$ cat src/pkg/eep_pkg.sv
/*
 eeprom program/erase control package: register offsets, field positions,
 reset values, shadow word addresses and timing constants.
 assumes an axi4-lite register bus with 32-bit data.
*/
package eep_pkg;
   // register byte offsets
   localparam logic [7:0] OFF_MCR  = 8'h00;
   localparam logic [7:0] OFF_PROT = 8'h04;
   localparam logic [7:0] OFF_PROG = 8'h08;
   localparam logic [7:0] OFF_DIVH = 8'h0C;
   localparam logic [7:0] OFF_DIVL = 8'h10;
   localparam logic [7:0] OFF_STAT = 8'h14;
   localparam logic [7:0] OFF_WADR = 8'h18;
   localparam logic [7:0] OFF_WDAT = 8'h1C;
   // module config register bits
   localparam int MCR_DBG  = 7;
   localparam int MCR_NOSH = 6;
   localparam int MCR_T5   = 5;
   localparam int MCR_T4   = 4;
   // program control register bits, then protect register bit
   localparam int PRG_AUTO = 5;
   localparam int PRG_BYTE = 4;
   localparam int PRG_ROW  = 3;
   localparam int PRG_ERAS = 2;
   localparam int PRG_LAT  = 1;
   localparam int PRG_PGM  = 0;
   localparam int PROT_SH  = 6;
   // shadow word and reset values
   localparam logic [11:0] SHADOW_HI    = 12'hFC0;
   localparam logic [11:0] SHADOW_LO    = 12'hFC1;
   localparam logic [7:0]  PROT_RESET   = 8'h7F;
   localparam logic [7:0]  MCR_LOW_RST  = 8'h0C;
   // self-time: 35 us pulses, 10 ms cycle
   localparam int PULSE_US   = 35;
   localparam int PROG_MS    = 10;
   localparam int PULSES     = (PROG_MS * 1000) / PULSE_US;
   localparam logic [1:0] RESP_OKAY   = 2'h0;
   localparam logic [1:0] RESP_SLVERR = 2'h2;
endpackage : eep_pkg

$ cat src/logic/eep_pulse.sv
/*
 self-time pulse generator: one sys_clk pulse every clock_divider clocks.
 assumes sys_clk is the oscillator clock; stops while divider is zero.
*/
module eep_pulse
(
   // clock and reset
   input  wire logic       sys_clk,
   input  wire logic       sys_rst,
   // control
   input  wire logic       run,
   input  wire logic [9:0] divider,
   // pulse out
   output logic            tick
);
   logic [9:0] count;

   always_ff @(posedge sys_clk)
   begin
      if (sys_rst || !run || divider == 10'h000)
      begin
         count <= 10'h000;
         tick  <= 1'b0;
      end
      else if (count + 10'h001 >= divider)
      begin
         count <= 10'h000;
         tick  <= 1'b1;
      end
      else
      begin
         count <= count + 10'h001;
         tick  <= 1'b0;
      end
   end
endmodule : eep_pulse

$ cat src/logic/eep_ctrl.sv
/*
 eeprom program/erase controller with shadow word reload and divider lock.
 assumes an axi4-lite master and an eeprom array with 12-bit byte address,
 a shadow word store, and a one-cycle array read.
*/
// How it works
// - auto mode: hardware clears voltage enable when cycle ends
// - further operations allowed with latch held, no array read needed
// - shadow word replaces array bytes FC0/FC1 while shadow disable is zero
// - every reset copies shadow word into config and divider registers
// - shadow high: 7 debug, 6 shadow disable, 5:4 test, 1:0 divider
// - shadow low byte loads divider low eight bits at reset
// - normal mode: only first divider write after reset made with latch clear is accepted
// - voltage enable sets only if latch already set
// - no program or erase cycle starts while divider is zero
module eep_ctrl
#(
   parameter int PULSE_COUNT = eep_pkg::PULSES
)
(
   // clock and reset
   input  wire logic        sys_clk,
   input  wire logic        sys_rst,
   // mode strap, pin
   input  wire logic        normal_mode_flag,
   // axi4-lite write
   input  wire logic [7:0]  s_axi_awaddr,
   input  wire logic        s_axi_awvalid,
   output logic             s_axi_awready,
   input  wire logic [31:0] s_axi_wdata,
   input  wire logic [3:0]  s_axi_wstrb,
   input  wire logic        s_axi_wvalid,
   output logic             s_axi_wready,
   output logic [1:0]       s_axi_bresp,
   output logic             s_axi_bvalid,
   input  wire logic        s_axi_bready,
   // axi4-lite read
   input  wire logic [7:0]  s_axi_araddr,
   input  wire logic        s_axi_arvalid,
   output logic             s_axi_arready,
   output logic [31:0]      s_axi_rdata,
   output logic [1:0]       s_axi_rresp,
   output logic             s_axi_rvalid,
   input  wire logic        s_axi_rready,
   // shadow word store
   input  wire logic [15:0] shadow_word,
   // array control
   output logic [11:0]      arr_addr,
   output logic [7:0]       arr_wdata,
   output logic             arr_sel_shadow,
   output logic             arr_erase,
   output logic [1:0]       arr_erase_size,
   output logic             arr_hv,
   output logic             latch_enable,
   output logic             debug_lockout_disable
);
   ////////////////////////////////////////////////////////////////////////
   typedef enum logic [2:0]
   {
      ST_LOAD = 3'b001,
      ST_IDLE = 3'b010,
      ST_RUN  = 3'b100
   } eep_state_e;

   eep_state_e  state;
   logic        mode_sync1;
   logic        mode_sync2;
   logic [7:0]  module_config_reg;
   logic [7:0]  block_protect_reg;
   logic [7:0]  prog_reg;
   logic [1:0]  divider_high;
   logic [7:0]  divider_low;
   logic        div_locked;
   logic [11:0] lat_addr;
   logic [7:0]  lat_data;
   logic        lat_valid;
   logic [15:0] pulse_cnt;
   logic        tick;
   logic        aw_held;
   logic        w_held;
   logic [7:0]  aw_addr;
   logic [31:0] w_data;
   logic [3:0]  w_strb;
   logic        wr_go;
   logic        wr_ok;
   logic        program_voltage_enable;
   logic        shadow_disable;
   logic [9:0]  clock_divider;
   logic        done;

   assign program_voltage_enable = prog_reg[eep_pkg::PRG_PGM];
   assign shadow_disable         = module_config_reg[eep_pkg::MCR_NOSH];
   assign clock_divider          = {divider_high, divider_low};
   assign latch_enable           = prog_reg[eep_pkg::PRG_LAT];
   assign debug_lockout_disable  = module_config_reg[eep_pkg::MCR_DBG];

   ////////////////////////////////////////////////////////////////////////
   // mode pin synchroniser
   always_ff @(posedge sys_clk)
   begin
      mode_sync1 <= normal_mode_flag;
      mode_sync2 <= mode_sync1;
   end

   ////////////////////////////////////////////////////////////////////////
   // axi write channel capture
   assign s_axi_awready = !aw_held && !s_axi_bvalid;
   assign s_axi_wready  = !w_held && !s_axi_bvalid;
   assign wr_go         = aw_held && w_held && !s_axi_bvalid;
   assign wr_ok         = aw_addr <= eep_pkg::OFF_WDAT && aw_addr[1:0] == 2'h0;

   always_ff @(posedge sys_clk)
   begin
      if (sys_rst)
      begin
         aw_held      <= 1'b0;
         w_held       <= 1'b0;
         aw_addr      <= 8'h00;
         w_data       <= 32'h0000_0000;
         w_strb       <= 4'h0;
         s_axi_bvalid <= 1'b0;
         s_axi_bresp  <= eep_pkg::RESP_OKAY;
      end
      else
      begin
         if (s_axi_awvalid && s_axi_awready)
         begin
            aw_held <= 1'b1;
            aw_addr <= s_axi_awaddr;
         end
         if (s_axi_wvalid && s_axi_wready)
         begin
            w_held <= 1'b1;
            w_data <= s_axi_wdata;
            w_strb <= s_axi_wstrb;
         end
         if (wr_go)
         begin
            aw_held      <= 1'b0;
            w_held       <= 1'b0;
            s_axi_bvalid <= 1'b1;
            s_axi_bresp  <= wr_ok ? eep_pkg::RESP_OKAY : eep_pkg::RESP_SLVERR;
         end
         else if (s_axi_bready)
            s_axi_bvalid <= 1'b0;
      end
   end

   ////////////////////////////////////////////////////////////////////////
   // shadow reload, config and protect registers
   always_ff @(posedge sys_clk)
   begin
      if (sys_rst)
      begin
         state             <= ST_LOAD;
         module_config_reg <= eep_pkg::MCR_LOW_RST;
         block_protect_reg <= eep_pkg::PROT_RESET;
      end
      else
      begin
         unique case (state)
            ST_LOAD:
            begin
               module_config_reg <= {shadow_word[15:12],
                  eep_pkg::MCR_LOW_RST[3:0]};
               state <= ST_IDLE;
            end
            ST_IDLE, ST_RUN:
            begin
               state <= program_voltage_enable ? ST_RUN : ST_IDLE;
               if (wr_go && w_strb[0] && aw_addr == eep_pkg::OFF_MCR
                  && !mode_sync2)
                  module_config_reg <= w_data[7:0];
               if (wr_go && w_strb[0] && aw_addr == eep_pkg::OFF_PROT
                  && !program_voltage_enable)
                  block_protect_reg <= w_data[7:0];
            end
         endcase
      end
   end

   ////////////////////////////////////////////////////////////////////////
   // divider with write-once lock in normal mode
   always_ff @(posedge sys_clk)
   begin
      if (sys_rst)
      begin
         divider_high <= 2'h0;
         divider_low  <= 8'h00;
         div_locked   <= 1'b0;
      end
      else if (state == ST_LOAD)
      begin
         divider_high <= shadow_word[9:8];
         divider_low  <= shadow_word[7:0];
      end
      else if (wr_go && w_strb[0] && !latch_enable && !div_locked
         && (aw_addr == eep_pkg::OFF_DIVH || aw_addr == eep_pkg::OFF_DIVL))
      begin
         if (aw_addr == eep_pkg::OFF_DIVH)
            divider_high <= w_data[1:0];
         else
            divider_low <= w_data[7:0];
         div_locked <= mode_sync2;
      end
   end

   ////////////////////////////////////////////////////////////////////////
   // program control and latch
   assign done = program_voltage_enable && prog_reg[eep_pkg::PRG_AUTO]
      && pulse_cnt >= 16'(PULSE_COUNT);

   always_ff @(posedge sys_clk)
   begin
      if (sys_rst)
         prog_reg <= 8'h00;
      else if (done)
         prog_reg[eep_pkg::PRG_PGM] <= 1'b0;
      else if (wr_go && w_strb[0] && aw_addr == eep_pkg::OFF_PROG)
      begin
         if (!program_voltage_enable)
         begin
            prog_reg[7:1] <= {2'h0, w_data[5:2],
               (clock_divider != 10'h000) ? w_data[1] : latch_enable};
            prog_reg[eep_pkg::PRG_PGM] <= w_data[0] && latch_enable
               && lat_valid && clock_divider != 10'h000;
         end
         else
            prog_reg[eep_pkg::PRG_PGM] <= w_data[0];
      end
   end

   // data latch; writes ignored during high voltage
   always_ff @(posedge sys_clk)
   begin
      if (sys_rst || !latch_enable)
      begin
         lat_addr  <= 12'h000;
         lat_data  <= 8'h00;
         lat_valid <= 1'b0;
      end
      else if (wr_go && w_strb[0] && !program_voltage_enable
         && aw_addr == eep_pkg::OFF_WDAT)
      begin
         lat_addr  <= w_data[19:8];
         lat_data  <= w_data[7:0];
         lat_valid <= 1'b1;
      end
   end

   ////////////////////////////////////////////////////////////////////////
   // self-time pulse counting
   eep_pulse eep_pulse_inst
   (
      .sys_clk (sys_clk),
      .sys_rst (sys_rst),
      .run     (program_voltage_enable),
      .divider (clock_divider),
      .tick    (tick)
   );

   always_ff @(posedge sys_clk)
   begin
      if (sys_rst || !program_voltage_enable)
         pulse_cnt <= 16'h0000;
      else if (tick)
         pulse_cnt <= pulse_cnt + 16'h0001;
   end

   ////////////////////////////////////////////////////////////////////////
   // array outputs
   assign arr_hv         = program_voltage_enable;
   assign arr_addr       = lat_addr;
   assign arr_wdata      = lat_data;
   assign arr_erase      = prog_reg[eep_pkg::PRG_ERAS];
   assign arr_erase_size = {prog_reg[eep_pkg::PRG_BYTE],
      prog_reg[eep_pkg::PRG_ROW]};
   assign arr_sel_shadow = !shadow_disable && (lat_addr == eep_pkg::SHADOW_HI
      || lat_addr == eep_pkg::SHADOW_LO);

   ////////////////////////////////////////////////////////////////////////
   // axi read channel
   assign s_axi_arready = !s_axi_rvalid;

   always_ff @(posedge sys_clk)
   begin
      if (sys_rst)
      begin
         s_axi_rvalid <= 1'b0;
         s_axi_rdata  <= 32'h0000_0000;
         s_axi_rresp  <= eep_pkg::RESP_OKAY;
      end
      else if (s_axi_arvalid && s_axi_arready)
      begin
         s_axi_rvalid <= 1'b1;
         s_axi_rresp  <= eep_pkg::RESP_OKAY;
         unique case (s_axi_araddr)
            eep_pkg::OFF_MCR:  s_axi_rdata <= {24'h0, module_config_reg};
            eep_pkg::OFF_PROT: s_axi_rdata <= {24'h0, block_protect_reg};
            eep_pkg::OFF_PROG: s_axi_rdata <= {24'h0, prog_reg};
            eep_pkg::OFF_DIVH: s_axi_rdata <= {30'h0, divider_high};
            eep_pkg::OFF_DIVL: s_axi_rdata <= {24'h0, divider_low};
            eep_pkg::OFF_STAT: s_axi_rdata <= {29'h0, arr_sel_shadow,
               div_locked, lat_valid};
            eep_pkg::OFF_WADR: s_axi_rdata <= {20'h0, lat_addr};
            eep_pkg::OFF_WDAT: s_axi_rdata <= {24'h0, lat_data};
            default:
            begin
               s_axi_rdata <= 32'h0000_0000;
               s_axi_rresp <= eep_pkg::RESP_SLVERR;
            end
         endcase
      end
      else if (s_axi_rready)
         s_axi_rvalid <= 1'b0;
   end

   ////////////////////////////////////////////////////////////////////////
   // assertions
   AST_HV_NEEDS_LATCH: assert property (@(posedge sys_clk)
      disable iff (sys_rst) program_voltage_enable |-> latch_enable)
      else $error("voltage enable without latch");
   AST_NO_START_DIV0: assert property (@(posedge sys_clk)
      disable iff (sys_rst) $rose(program_voltage_enable) |->
      clock_divider != 10'h000) else $error("zero divider start");
   AST_AUTO_CLEAR: assert property (@(posedge sys_clk)
      disable iff (sys_rst) done |=> !program_voltage_enable)
      else $error("auto clear missed");
   AST_LOCK_HOLDS: assert property (@(posedge sys_clk)
      disable iff (sys_rst) div_locked && state != ST_LOAD |=>
      $stable(clock_divider)) else $error("locked divider changed");
   AST_RELOAD: assert property (@(posedge sys_clk)
      disable iff (sys_rst) state == ST_LOAD |=>
      divider_low == $past(shadow_word[7:0])) else $error("no low reload");
   AST_RELOAD_HI: assert property (@(posedge sys_clk)
      disable iff (sys_rst) state == ST_LOAD |=>
      shadow_disable == $past(shadow_word[14])) else $error("no high reload");
   AST_SHADOW_MAP: assert property (@(posedge sys_clk)
      disable iff (sys_rst) shadow_disable |-> !arr_sel_shadow)
      else $error("shadow mapped while disabled");
   AST_TIMED: assert property (@(posedge sys_clk)
      disable iff (sys_rst) $fell(program_voltage_enable)
      && prog_reg[eep_pkg::PRG_AUTO] && $past(pulse_cnt) < 16'(PULSE_COUNT)
      |-> 1'b0) else $error("auto cycle ended early");
endmodule : eep_ctrl

$ cat config.mk
export PLATFORM = sky130hd
export DESIGN_NAME = eep_ctrl
export DESIGN_NICKNAME = d
export VERILOG_FILES = /design/src/pkg/eep_pkg.sv /design/src/logic/eep_pulse.sv /design/src/logic/eep_ctrl.sv
export SDC_FILE = /design/constraint.sdc
export NUM_CORES = 1
export LEC_CHECK = 0
export BUFFER_PORTS_ARGS = -buffer_cell sky130_fd_sc_hd__buf_4
export CAP_MARGIN = 0
export CORE_MARGIN = 2
export CORE_UTILIZATION = 45
export CTS_BUF_LIST = sky130_fd_sc_hd__clkbuf_16
export CTS_CLUSTER_SIZE = 10
export DETAILED_ROUTE_END_ITERATION = 7
export PLACE_DENSITY = 0.68
export SLEW_MARGIN = 20
export SYNTH_ARGS = -nofsm -noshare
export SYNTH_HDL_FRONTEND = slang
export SYNTH_SLANG_ARGS = --single-unit
$ cat constraint.sdc
create_clock -name sys_clk -period 2.9 [get_ports sys_clk]
set_input_delay 0.87 -clock sys_clk [delete_from_list [all_inputs] [get_ports sys_clk]]
set_output_delay 0.87 -clock sys_clk [all_outputs]
set_load 0.005 [all_outputs]
After elaboration in Yosys (flattened, before gate mapping)
Cells that the tools add are included.
W data, S select, Z words.
{"block": "word_totals", "register_bits": 155, "in_bits": 76, "output_inout_bits": 68}
{"block": "op_classes", "add_sub_neg": 2, "n_lt_le_gt_ge": 3, "eq_ne": 19, "muxes": 19, "bitwise_logic": 3, "reduce_logical": 59}
{"cell": "$pmux W12 S8", "n": 1}
{"cell": "$eq A8 B5 Y1 const B", "n": 6}
{"cell": "$eq A8 B4 Y1 const B", "n": 4}
{"cell": "$mux W8", "n": 4}
{"cell": "$logic_and A1 B1 Y1", "n": 25}
{"cell": "$eq A12 B12 Y1 const B", "n": 2}
{"cell": "$add A16 B1 Y16 const B", "n": 1}
{"cell": "$eq A8 B3 Y1 const B", "n": 2}
{"cell": "$ge A16 B9 Y1 const B", "n": 1}
{"cell": "$logic_not A8 Y1", "n": 2}
{"cell": "$pmux W8 S2", "n": 1}
{"cell": "$add A10 B1 Y10 const B", "n": 1}
{"cell": "$ge A10 B10 Y1", "n": 1}
{"cell": "$logic_not A10 Y1", "n": 1}
{"cell": "$mux W2", "n": 5}
{"cell": "$reduce_bool A10 Y1", "n": 1}
{"cell": "$logic_not A1 Y1", "n": 9}
{"cell": "$le A8 B5 Y1 const B", "n": 1}
{"cell": "$reduce_and A2 Y1", "n": 4}
{"cell": "$reduce_bool A2 Y1", "n": 4}
{"cell": "$reduce_or A2 Y1", "n": 4}
{"cell": "$reduce_or A8 Y1", "n": 1}
{"cell": "$mux W1", "n": 6}
{"cell": "$pmux W3 S2", "n": 1}
{"cell": "other kinds (10)", "n": 17}

Longest topological paths before layout
Gate-level depths: netlist of run 1.
{"block": "depth", "word_depth": 8, "depth_mapped": 10}

Cells and area by module
A second synthesis of run 1 with hierarchy kept.
{"block": "unflattened", "cells_unflattened": 771, "hier_area_um2": 6523.8}
{"mod": "eep_ctrl", "n_inst": 1, "cells_each": 689, "area_per_inst_um2": 5766.8, "seq_area_each_um2": 2442.3}
{"mod": "eep_pulse", "n_inst": 1, "cells_each": 82, "area_per_inst_um2": 757.0, "seq_area_each_um2": 220.2}

Worst setup path before layout of run 1
OpenSTA, ideal clock, no wires.
{"block": "synth_timing", "kind": "input -> register", "startpoint": "input port s_axi_araddr[7]", "endpoint": "register s_axi_rdata[2]", "setup_ps": 91, "arrival_time_ps": 2344, "path_slack_ps": 465, "path_stages": 4, "cell_sequence": "or4_4 or2_4 or4b_1 a311oi_1"}
{"block": "synth_via", "elab_chain_cells": 2, "elab_cells_between_ends": 9, "classes_between": "eq/ne: 7; mux: 1; reduce/logical: 1"}
{"item": "start, declared", "line": "eep_ctrl.sv:38", "rtl": "input wire logic [7:0] s_axi_araddr,"}
{"item": "$eq A8 B5 Y1 (tied with other cells)", "line": "eep_ctrl.sv:297", "rtl": "unique case (s_axi_araddr)"}
{"item": "$pmux W12 S8 *", "line": "eep_ctrl.sv:297"}
{"item": "end signal, assigned", "line": "eep_ctrl.sv:298", "rtl": "eep_pkg::OFF_MCR: s_axi_rdata <= {24'h0, module_config_reg};"}
{"item": "end signal, assigned", "line": "eep_ctrl.sv:299", "rtl": "eep_pkg::OFF_PROT: s_axi_rdata <= {24'h0, block_protect_reg};"}
{"item": "end signal, assigned", "line": "eep_ctrl.sv:300", "rtl": "eep_pkg::OFF_PROG: s_axi_rdata <= {24'h0, prog_reg};"}
{"item": "end, declared", "line": "eep_ctrl.sv:41", "rtl": "output logic [31:0] s_axi_rdata,"}
Every way passes the cells marked *; elsewhere a longest branch is shown, timed or not.
A chain may end at the register's enable or synchronous reset.

Final worst setup path of run 1
{"block": "layout_timing", "startpoint": "register eep_pulse_inst.count[0]", "endpoint": "register eep_pulse_inst.count[6]"}
{"block": "layout_via", "elab_chain_cells": 3}
{"item": "start, declared", "line": "eep_pulse.sv:16", "rtl": "logic [9:0] count;"}
{"item": "start signal, assigned", "line": "eep_pulse.sv:32", "rtl": "count <= count + 10'h001;"}
{"item": "$add A10 B1 Y10 *", "line": "eep_pulse.sv:25, eep_pulse.sv:32"}
{"item": "$ge A10 B10 Y1", "line": "eep_pulse.sv:25", "rtl": "else if (count + 10'h001 >= divider)"}
{"item": "$reduce_or A2 Y1 (no source line)"}
Marks and branches as above.

==> metrics.yaml, run 1 <==
setup_path:
  path_class: "reg2reg"
  start_kind: "flop"
  crit_path_max_fanout: 11
  required_ns: 3.17
  endpoint_kind: "flop"
  critical_path_arrival_ns: 2.99
yosys:
  synth_edf_count: 0
  syn_inst: 750
  yosys-top-cells-area: "dfxtp_1, nand2_1, a21oi_1, nand3_1, buf_4"
  yosysSeqAreaShare_pct: 42.4
  synth_top_family_by_area: "simple AND/OR/NAND/NOR gates"
  synth-xor-area-share_pct: 2.79
  ys_async_sr_fraction_pct: 0
  synth_cell_types: 61
  synth_top_area_share_pct: 42.4
  muxShareOfSynthArea_pct: 4.02
  yosysWarnings: 0
  yosys.area_share.simple_pct: 25.8
  yosys_most_used_dff: "dfxtp_1"
  synth-adder-area-share_pct: 2.79
  syn_avg_cell_area_um2: 8.38
  syn_area_mm2: 0.00628
  synth_area_leader_cell: "dfxtp_1"
  synth_compound_area_share_pct: 15.0
  yosys_register_bits: 133
sta:
  worstMarginPinSlew_ns: 0.874
  rsz0062_at_grt: "no"
  finalHoldViolations: 0
  fin_skew_ns: 0.00920
  post-route-period-util_pct: 93.9
  max_freq_mhz: 367
  setup_viol: 0
  final_max_slew_viol_count: 0
  slew_headroom_pct: 41.7
  period_needed_ns: 2.72
clocking:
  cts_num_sinks: 133
  cts_hold_buf: 0
  htreeDepth: 4
  cts.repair_timing.setup_buffer_count: 0
  cts_tree: "done"
  clk_latency_ns: 0.43
  numCtsBuffers: 17
  clockBufferDepth: 2
  clkTransAtPathRegs_ns: 0.06
  postCtsResizedCells: 0
  cts-root-buf: "clkbuf_16"
global_route:
  grt-ovfl-total: 0
  grt_usage_pct: 23.4
  grt_pass1_wl_um: 27000
  grt_pass1_vias: 5308
  grt_max_degree: 39
  antenna_found_initial: 0
power:
  comb_power_share_pct: 7.9
  p_clk_share_pct: 46.0
  total_power_w: 0.00419
  leakage_nw: 2.99
  seqPwrFrac_pct: 46.1
  p_per_area_mw_per_mm2: 547
  power.net_switching_w: 0.00107
  internal_power_w: 0.00311
  sw_frac_of_total_pct: 25.7
  peakVddDrop_mv: 0.424
drt:
  drc: 0
  drt-total-wl_um: 17100
  dr_total_vias: 5797
  first_pass_iters: 5
  drt_iter0_drc: 453
  viasPerCell: 5.62
  antenna_left: 0
  wire_per_inst_um: 16.5
place:
  io_buffers: 104
  gp_congestion: 0.900
  dp_hpwl_um: 12300
floorplan:
  die_h_um: 122
  ioPinCount: 144
  rows: 43
  die_area_mm2: 0.0149
  die_x_um: 122
  start_util_pct: 45.6
  core_area_mm2: 0.0138
layout:
  area_growth_pct: 21.8
  largest_reg_flops: 20
  reg_top3: "w_data: 20 flops, pulse_cnt: 16 flops"
  layout-drive-gt1-share_pct: 19.0
  antenna_cells: 0
  top_register: "w_data"
  fin_util_pct: 55.6
  fin_nets: 928
  n_fill_cell: 1296
hold_path:
  min-delay-path-class: "reg2reg"
run_status:
  outcome: "finished clean"
flow_run:
  cap_violations: 0
==> layer usage <==
| metal | vias to the layer above | part of all wire [%] | global-route usage, % |
|---|---|---|---|
| met3 | 36 | 7.3 | 5.85 |
| met1 | 2729 | 43 | 31.0 |
| li1 | 2794 | - | - |
| met5 | - | 0 | 0 |
| met4 | 0 | 2.0 | 8.05 |
| met2 | 238 | 47 | 37.3 |
==> worst paths after layout <==
path,start,to,slack [ns],cells past startpoint
hold / removal,mode_sync1$_DFF_P_,mode_sync2$_DFF_P_,0.33,0
hold reg to reg,mode_sync1$_DFF_P_,mode_sync2$_DFF_P_,0.33,0
setup reg to reg,eep_pulse_inst.count[0]$_SDFF_PP0_,eep_pulse_inst.count[6]$_SDFF_PP0_,0.18,8
setup / recovery,eep_pulse_inst.count[0]$_SDFF_PP0_,eep_pulse_inst.count[6]$_SDFF_PP0_,0.18,8
==> cell usage in the layout (no fill, tap or decap), types with 7 or more instances in the layout <==
cell type and n:
dfxtp_1 133, nand2_1 132, buf_4 116, a21oi_1 64
nand3_1 48, nor2_1 45, inv_1 28, conb_1 22
o21ai_0 17, clkbuf_16 17, mux2i_1 14, ha_1 14
nor3b_1 12, nor4_1 12, xnor2_1 12, and3_1 11
nor4b_1 11, a22oi_1 10, nor3_1 10, xor2_1 8
and2_1 7, a22o_1 7, nand4_1 7
==> worst max-delay path, cell delays in order, from the launching register on <==
cell     delay (ns)
dfxtp_1        0.40
ha_1           0.21
nand3_1        0.14
or3_1          0.36
xnor2_1        0.17
ha_1           0.29
nand4_1        0.13
o31ai_2        0.75
nor4b_1        0.13
==> stage by stage <==
stage	setup WS (ns)	hold slack (ns)	instance area, µm²	std cells	setup TNS [ns]
after detailed placement	0.0674	0.314	7120	999	0
after floorplan	0.465	0.310	6360	771	0
after global routing	0.0301	0.338	7650	1031	0
final	0.176	0.331	7650	1031	0
after global placement	-0.0275	0.318	7110	999	-0.0602
after CTS	0.00669	0.334	7650	1031	0
==> cells in the mapped netlist (3+ instances only) <==
| cell | count |
|---|---|
| dfxtp_1 | 133 |
| nand2_1 | 132 |
| a21oi_1 | 64 |
| nand3_1 | 48 |
| nor2_1 | 45 |
| clkbuf_1 | 36 |
| inv_1 | 27 |
| buf_4 | 24 |
| o21ai_0 | 18 |
| ha_1 | 14 |
| mux2i_1 | 14 |
| nor3b_1 | 13 |
| nor4_1 | 12 |
| xnor2_1 | 12 |
| and3_1 | 11 |
| nor4b_1 | 11 |
| a22oi_1 | 10 |
| nor3_1 | 10 |
| xor2_1 | 8 |
| a22o_1 | 7 |
| and2_1 | 7 |
| nand4_1 | 7 |
| a2111o_1 | 6 |
| a211oi_1 | 6 |
| mux4_2 | 5 |
| nor2b_1 | 5 |
| a2111oi_0 | 4 |
| buf_1 | 4 |
| or3_1 | 4 |
| a211o_1 | 3 |
| a31oi_1 | 3 |
| buf_2 | 3 |
| nand2b_1 | 3 |
| o311ai_0 | 3 |
==> layout make-up <==
type                            instances  area (µm²)  share of cell area [%]
Multi-Input combinational cell        543        3260                    42.6
Inverter                               27         101                    1.32
Tap cell                              180         225                    2.94
Timing Repair Buffer                  116         871                    11.4
Sequential cell                       133        2660                    34.8
Clock inverter                         15         109                    1.42
Clock buffer                           17         425                    5.56
==> power by group through the flow <==
stage / clock (W) / combinational, W / sequential (W)
detailed placement: 0 / 0.000330 / 0.00197
CTS: 0.00195 / 0.000332 / 0.00193
finish: 0.00192 / 0.000332 / 0.00193
floorplan: 0 / 0.000225 / 0.00194
global route: 0.00203 / 0.000369 / 0.00193
global placement: 0 / 0.000322 / 0.00196
==> cell families after synthesis <==
kind of cell | after synthesis
and+or+nand+nor | 324
muxes | 19
xor gates and xnor gates | 20
buffers and inverters | 95
AOI/OAI and AO/OA | 144
DFF | 133
other | 1
adders and majority gates | 14
No activity file was read; power rests on OpenSTA's default activity.
==> run 2: changes to the inputs <==
--- a/config.mk
+++ b/config.mk
@@ -13,6 +13,7 @@
 export CTS_CLUSTER_SIZE = 10
 export DETAILED_ROUTE_END_ITERATION = 7
 export PLACE_DENSITY = 0.68
+export RECOVER_POWER = 50
 export SLEW_MARGIN = 20
 export SYNTH_ARGS = -nofsm -noshare
 export SYNTH_HDL_FRONTEND = slang
==> constraint.sdc (replaced) <==
create_clock -name sys_clk -period 2.9 [get_ports sys_clk]
set_input_delay 0 -clock sys_clk [delete_from_list [all_inputs] [get_ports sys_clk]]
set_output_delay 0 -clock sys_clk [all_outputs]
set_load 0.005 [all_outputs]
==> run 2 against run 1 <==
Effect of this change:
- sequential power hardly changed
- non-clock buffer count is 42 higher
- critical path depth stayed put
- utilization is 3.7 points higher
- clock-buffer cell count stayed put
- first-iteration DRC count is 1.5% higher
- global-route usage is 0.68 points higher
- cell area is 6.6% higher
- clock skew is 0.0028 ns lower
- sequential cell count stayed put
- die area stayed put
- register-to-register slack worse by 0.06 ns
==> metrics.yaml, run 2 (synthesis results as in run 1) <==
run_status:
  outcome: "finished clean"
setup_path:
  crit_top_cell: "ha_1"
  crit_slowest_cell: "o31ai_2"
  endpoint_kind: "flop"
  critical_path_arrival_ns: 3.04
  start_kind: "flop"
  max_stage_delay_ns: 0.81
  crit_path_max_fanout: 11
  crit_chain: "ha_1 > nand3_1 > or3_1 > xnor2_1 > ha_1 > nand4_1 > o31ai_2 > nor4b_1"
  required_ns: 3.15
  path_class: "reg2reg"
layout:
  fin_util_pct: 59.2
  layout-drive-gt1-share_pct: 16.4
  final_cell_mix: "dfxtp_1, nand2_1, a21oi_1"
  area_growth_pct: 29.8
  layout.cells.non_filler: 1071
  top_register: "w_data"
  largest_reg_flops: 20
  final_common_cell: "dfxtp_1"
  fin_nets: 970
  antenna_cells: 0
  reg_top3: "w_data: 20 flops, pulse_cnt: 16 flops"
global_route:
  grt_pass1_wl_um: 28000
  antenna_found_initial: 0
  grt_max_degree: 70
  grt_usage_pct: 24.1
  grt_pass1_vias: 5620
  grt-ovfl-total: 0
floorplan:
  rows: 43
  die_h_um: 122
  ioPinCount: 144
  core_area_mm2: 0.0138
  start_util_pct: 45.6
  die_area_mm2: 0.0149
  die_x_um: 122
sta:
  setup_viol: 0
  rsz0062_at_grt: "no"
  setup_tns_ns: 0
  fin_skew_ns: 0.00640
  period_needed_ns: 2.79
  fin_ws_ns: 0.111
  whs_ns: 0.0535
  max_freq_mhz: 359
  post-route-period-util_pct: 96.2
  worstMarginPinSlew_ns: 1.46
  slew_headroom_pct: 2.73
  final_max_slew_viol_count: 0
  finalHoldViolations: 0
power:
  p_clk_share_pct: 50.5
  internal_power_w: 0.00365
  sw_frac_of_total_pct: 22.0
  leakage_nw: 3.17
  p_per_area_mw_per_mm2: 573
  seqPwrFrac_pct: 41.3
  comb_power_share_pct: 8.3
  power.net_switching_w: 0.00103
  peakVddDrop_mv: 0.424
drt:
  drt-total-wl_um: 17700
  dr_total_vias: 5895
  drc: 0
  antenna_left: 0
  first_pass_iters: 5
  viasPerCell: 5.50
  drt_iter0_drc: 460
  wire_per_inst_um: 16.5
clocking:
  numCtsBuffers: 17
  clockBufferDepth: 2
  cts_tree: "done"
  htreeDepth: 4
  cts-root-buf: "clkbuf_16"
  clk_latency_ns: 0.42
  cts_num_sinks: 133
  clkTransAtPathRegs_ns: 0.06
place:
  dp_slack_ns: 0.117
  dp.cells: 993
  gp_congestion: 0.843
  dp_hpwl_um: 12100
  io_buffers: 104
hold_path:
  min-delay-path-class: "in2reg"
flow_run:
  cap_violations: 0
run 2: cell count changes in the layout (fill, tap and decap cells not counted), sizes merged:
cell,delta
bufinv,+6
clkbuf,+49
buf,-55
clkinvlp,-2
dlygate4sd3,+48
clkinv,-4
inv,-2
run 2: timing repair:
item,CTS,global route
hold endpoints to repair,50,0
setup buffers,0,0
resized for setup,0,0
endpoints found under the setup margin,0,0
hold buffers,48,0
run 2: routing by layer:
layer  vias to the layer above  part of all wire (%)  GRT usage, %  wire length, µm
li1                       2874                     -             -                -
met1                      2764                    43          30.8             7550
met2                       229                    48          39.8             8580
met3                        28                   7.0          4.82             1240
met4                         0                   1.9          9.77              338
met5                         -                     0             0                0
run 2: power by group through the flow:
| stage | Combinational, W | Sequential, W | Clock, W |
|---|---|---|---|
| floorplan | 0.000225 | 0.00194 | 0 |
| global placement | 0.000322 | 0.00196 | 0 |
| detailed placement | 0.000332 | 0.00197 | 0 |
| CTS | 0.000385 | 0.00193 | 0.00238 |
| global route | 0.000423 | 0.00193 | 0.00245 |
| finish | 0.000386 | 0.00193 | 0.00236 |
run 2: stage by stage:
step,area (µm²),total power (W)
floorplan,6360,0.00217
global placement,7070,0.00229
detailed placement,7070,0.00230
CTS,8190,0.00469
global route,8160,0.00481
finish,8160,0.00467
run 2: layout make-up:
type                    instances  area (µm²)
fillers                      1245        5620
multi-input cells             543        3260
flip-flops and latches        133        2660
repair buffers                158        1270
clock buffers                  17         425
well taps                     180         225
clock inverters                13         215
inverters                      27         101
run 2: worst paths after layout:
path | slack (ns) | to | startpoint | cells past startpoint
setup / recovery | 0.11 | eep_pulse_inst.count[4]$_SDFF_PP0_ | eep_pulse_inst.count[0]$_SDFF_PP0_ | 8
hold / removal | 0.05 | s_axi_rdata[2]$_SDFFE_PP0P_ | s_axi_araddr[0] | 5
setup reg to reg | 0.11 | eep_pulse_inst.count[4]$_SDFF_PP0_ | eep_pulse_inst.count[0]$_SDFF_PP0_ | 8
hold reg to reg | 0.34 | mode_sync2$_DFF_P_ | mode_sync1$_DFF_P_ | 0
run 2: critical path, delay by kind of cell (launching register included):
kind,cells,cell delay (ns)
xor gates and xnor gates,1,0.15
AOI/OAI and AO/OA,1,0.81
DFF,1,0.39
adders and majority gates,2,0.50
and+or+nand+nor,4,0.77
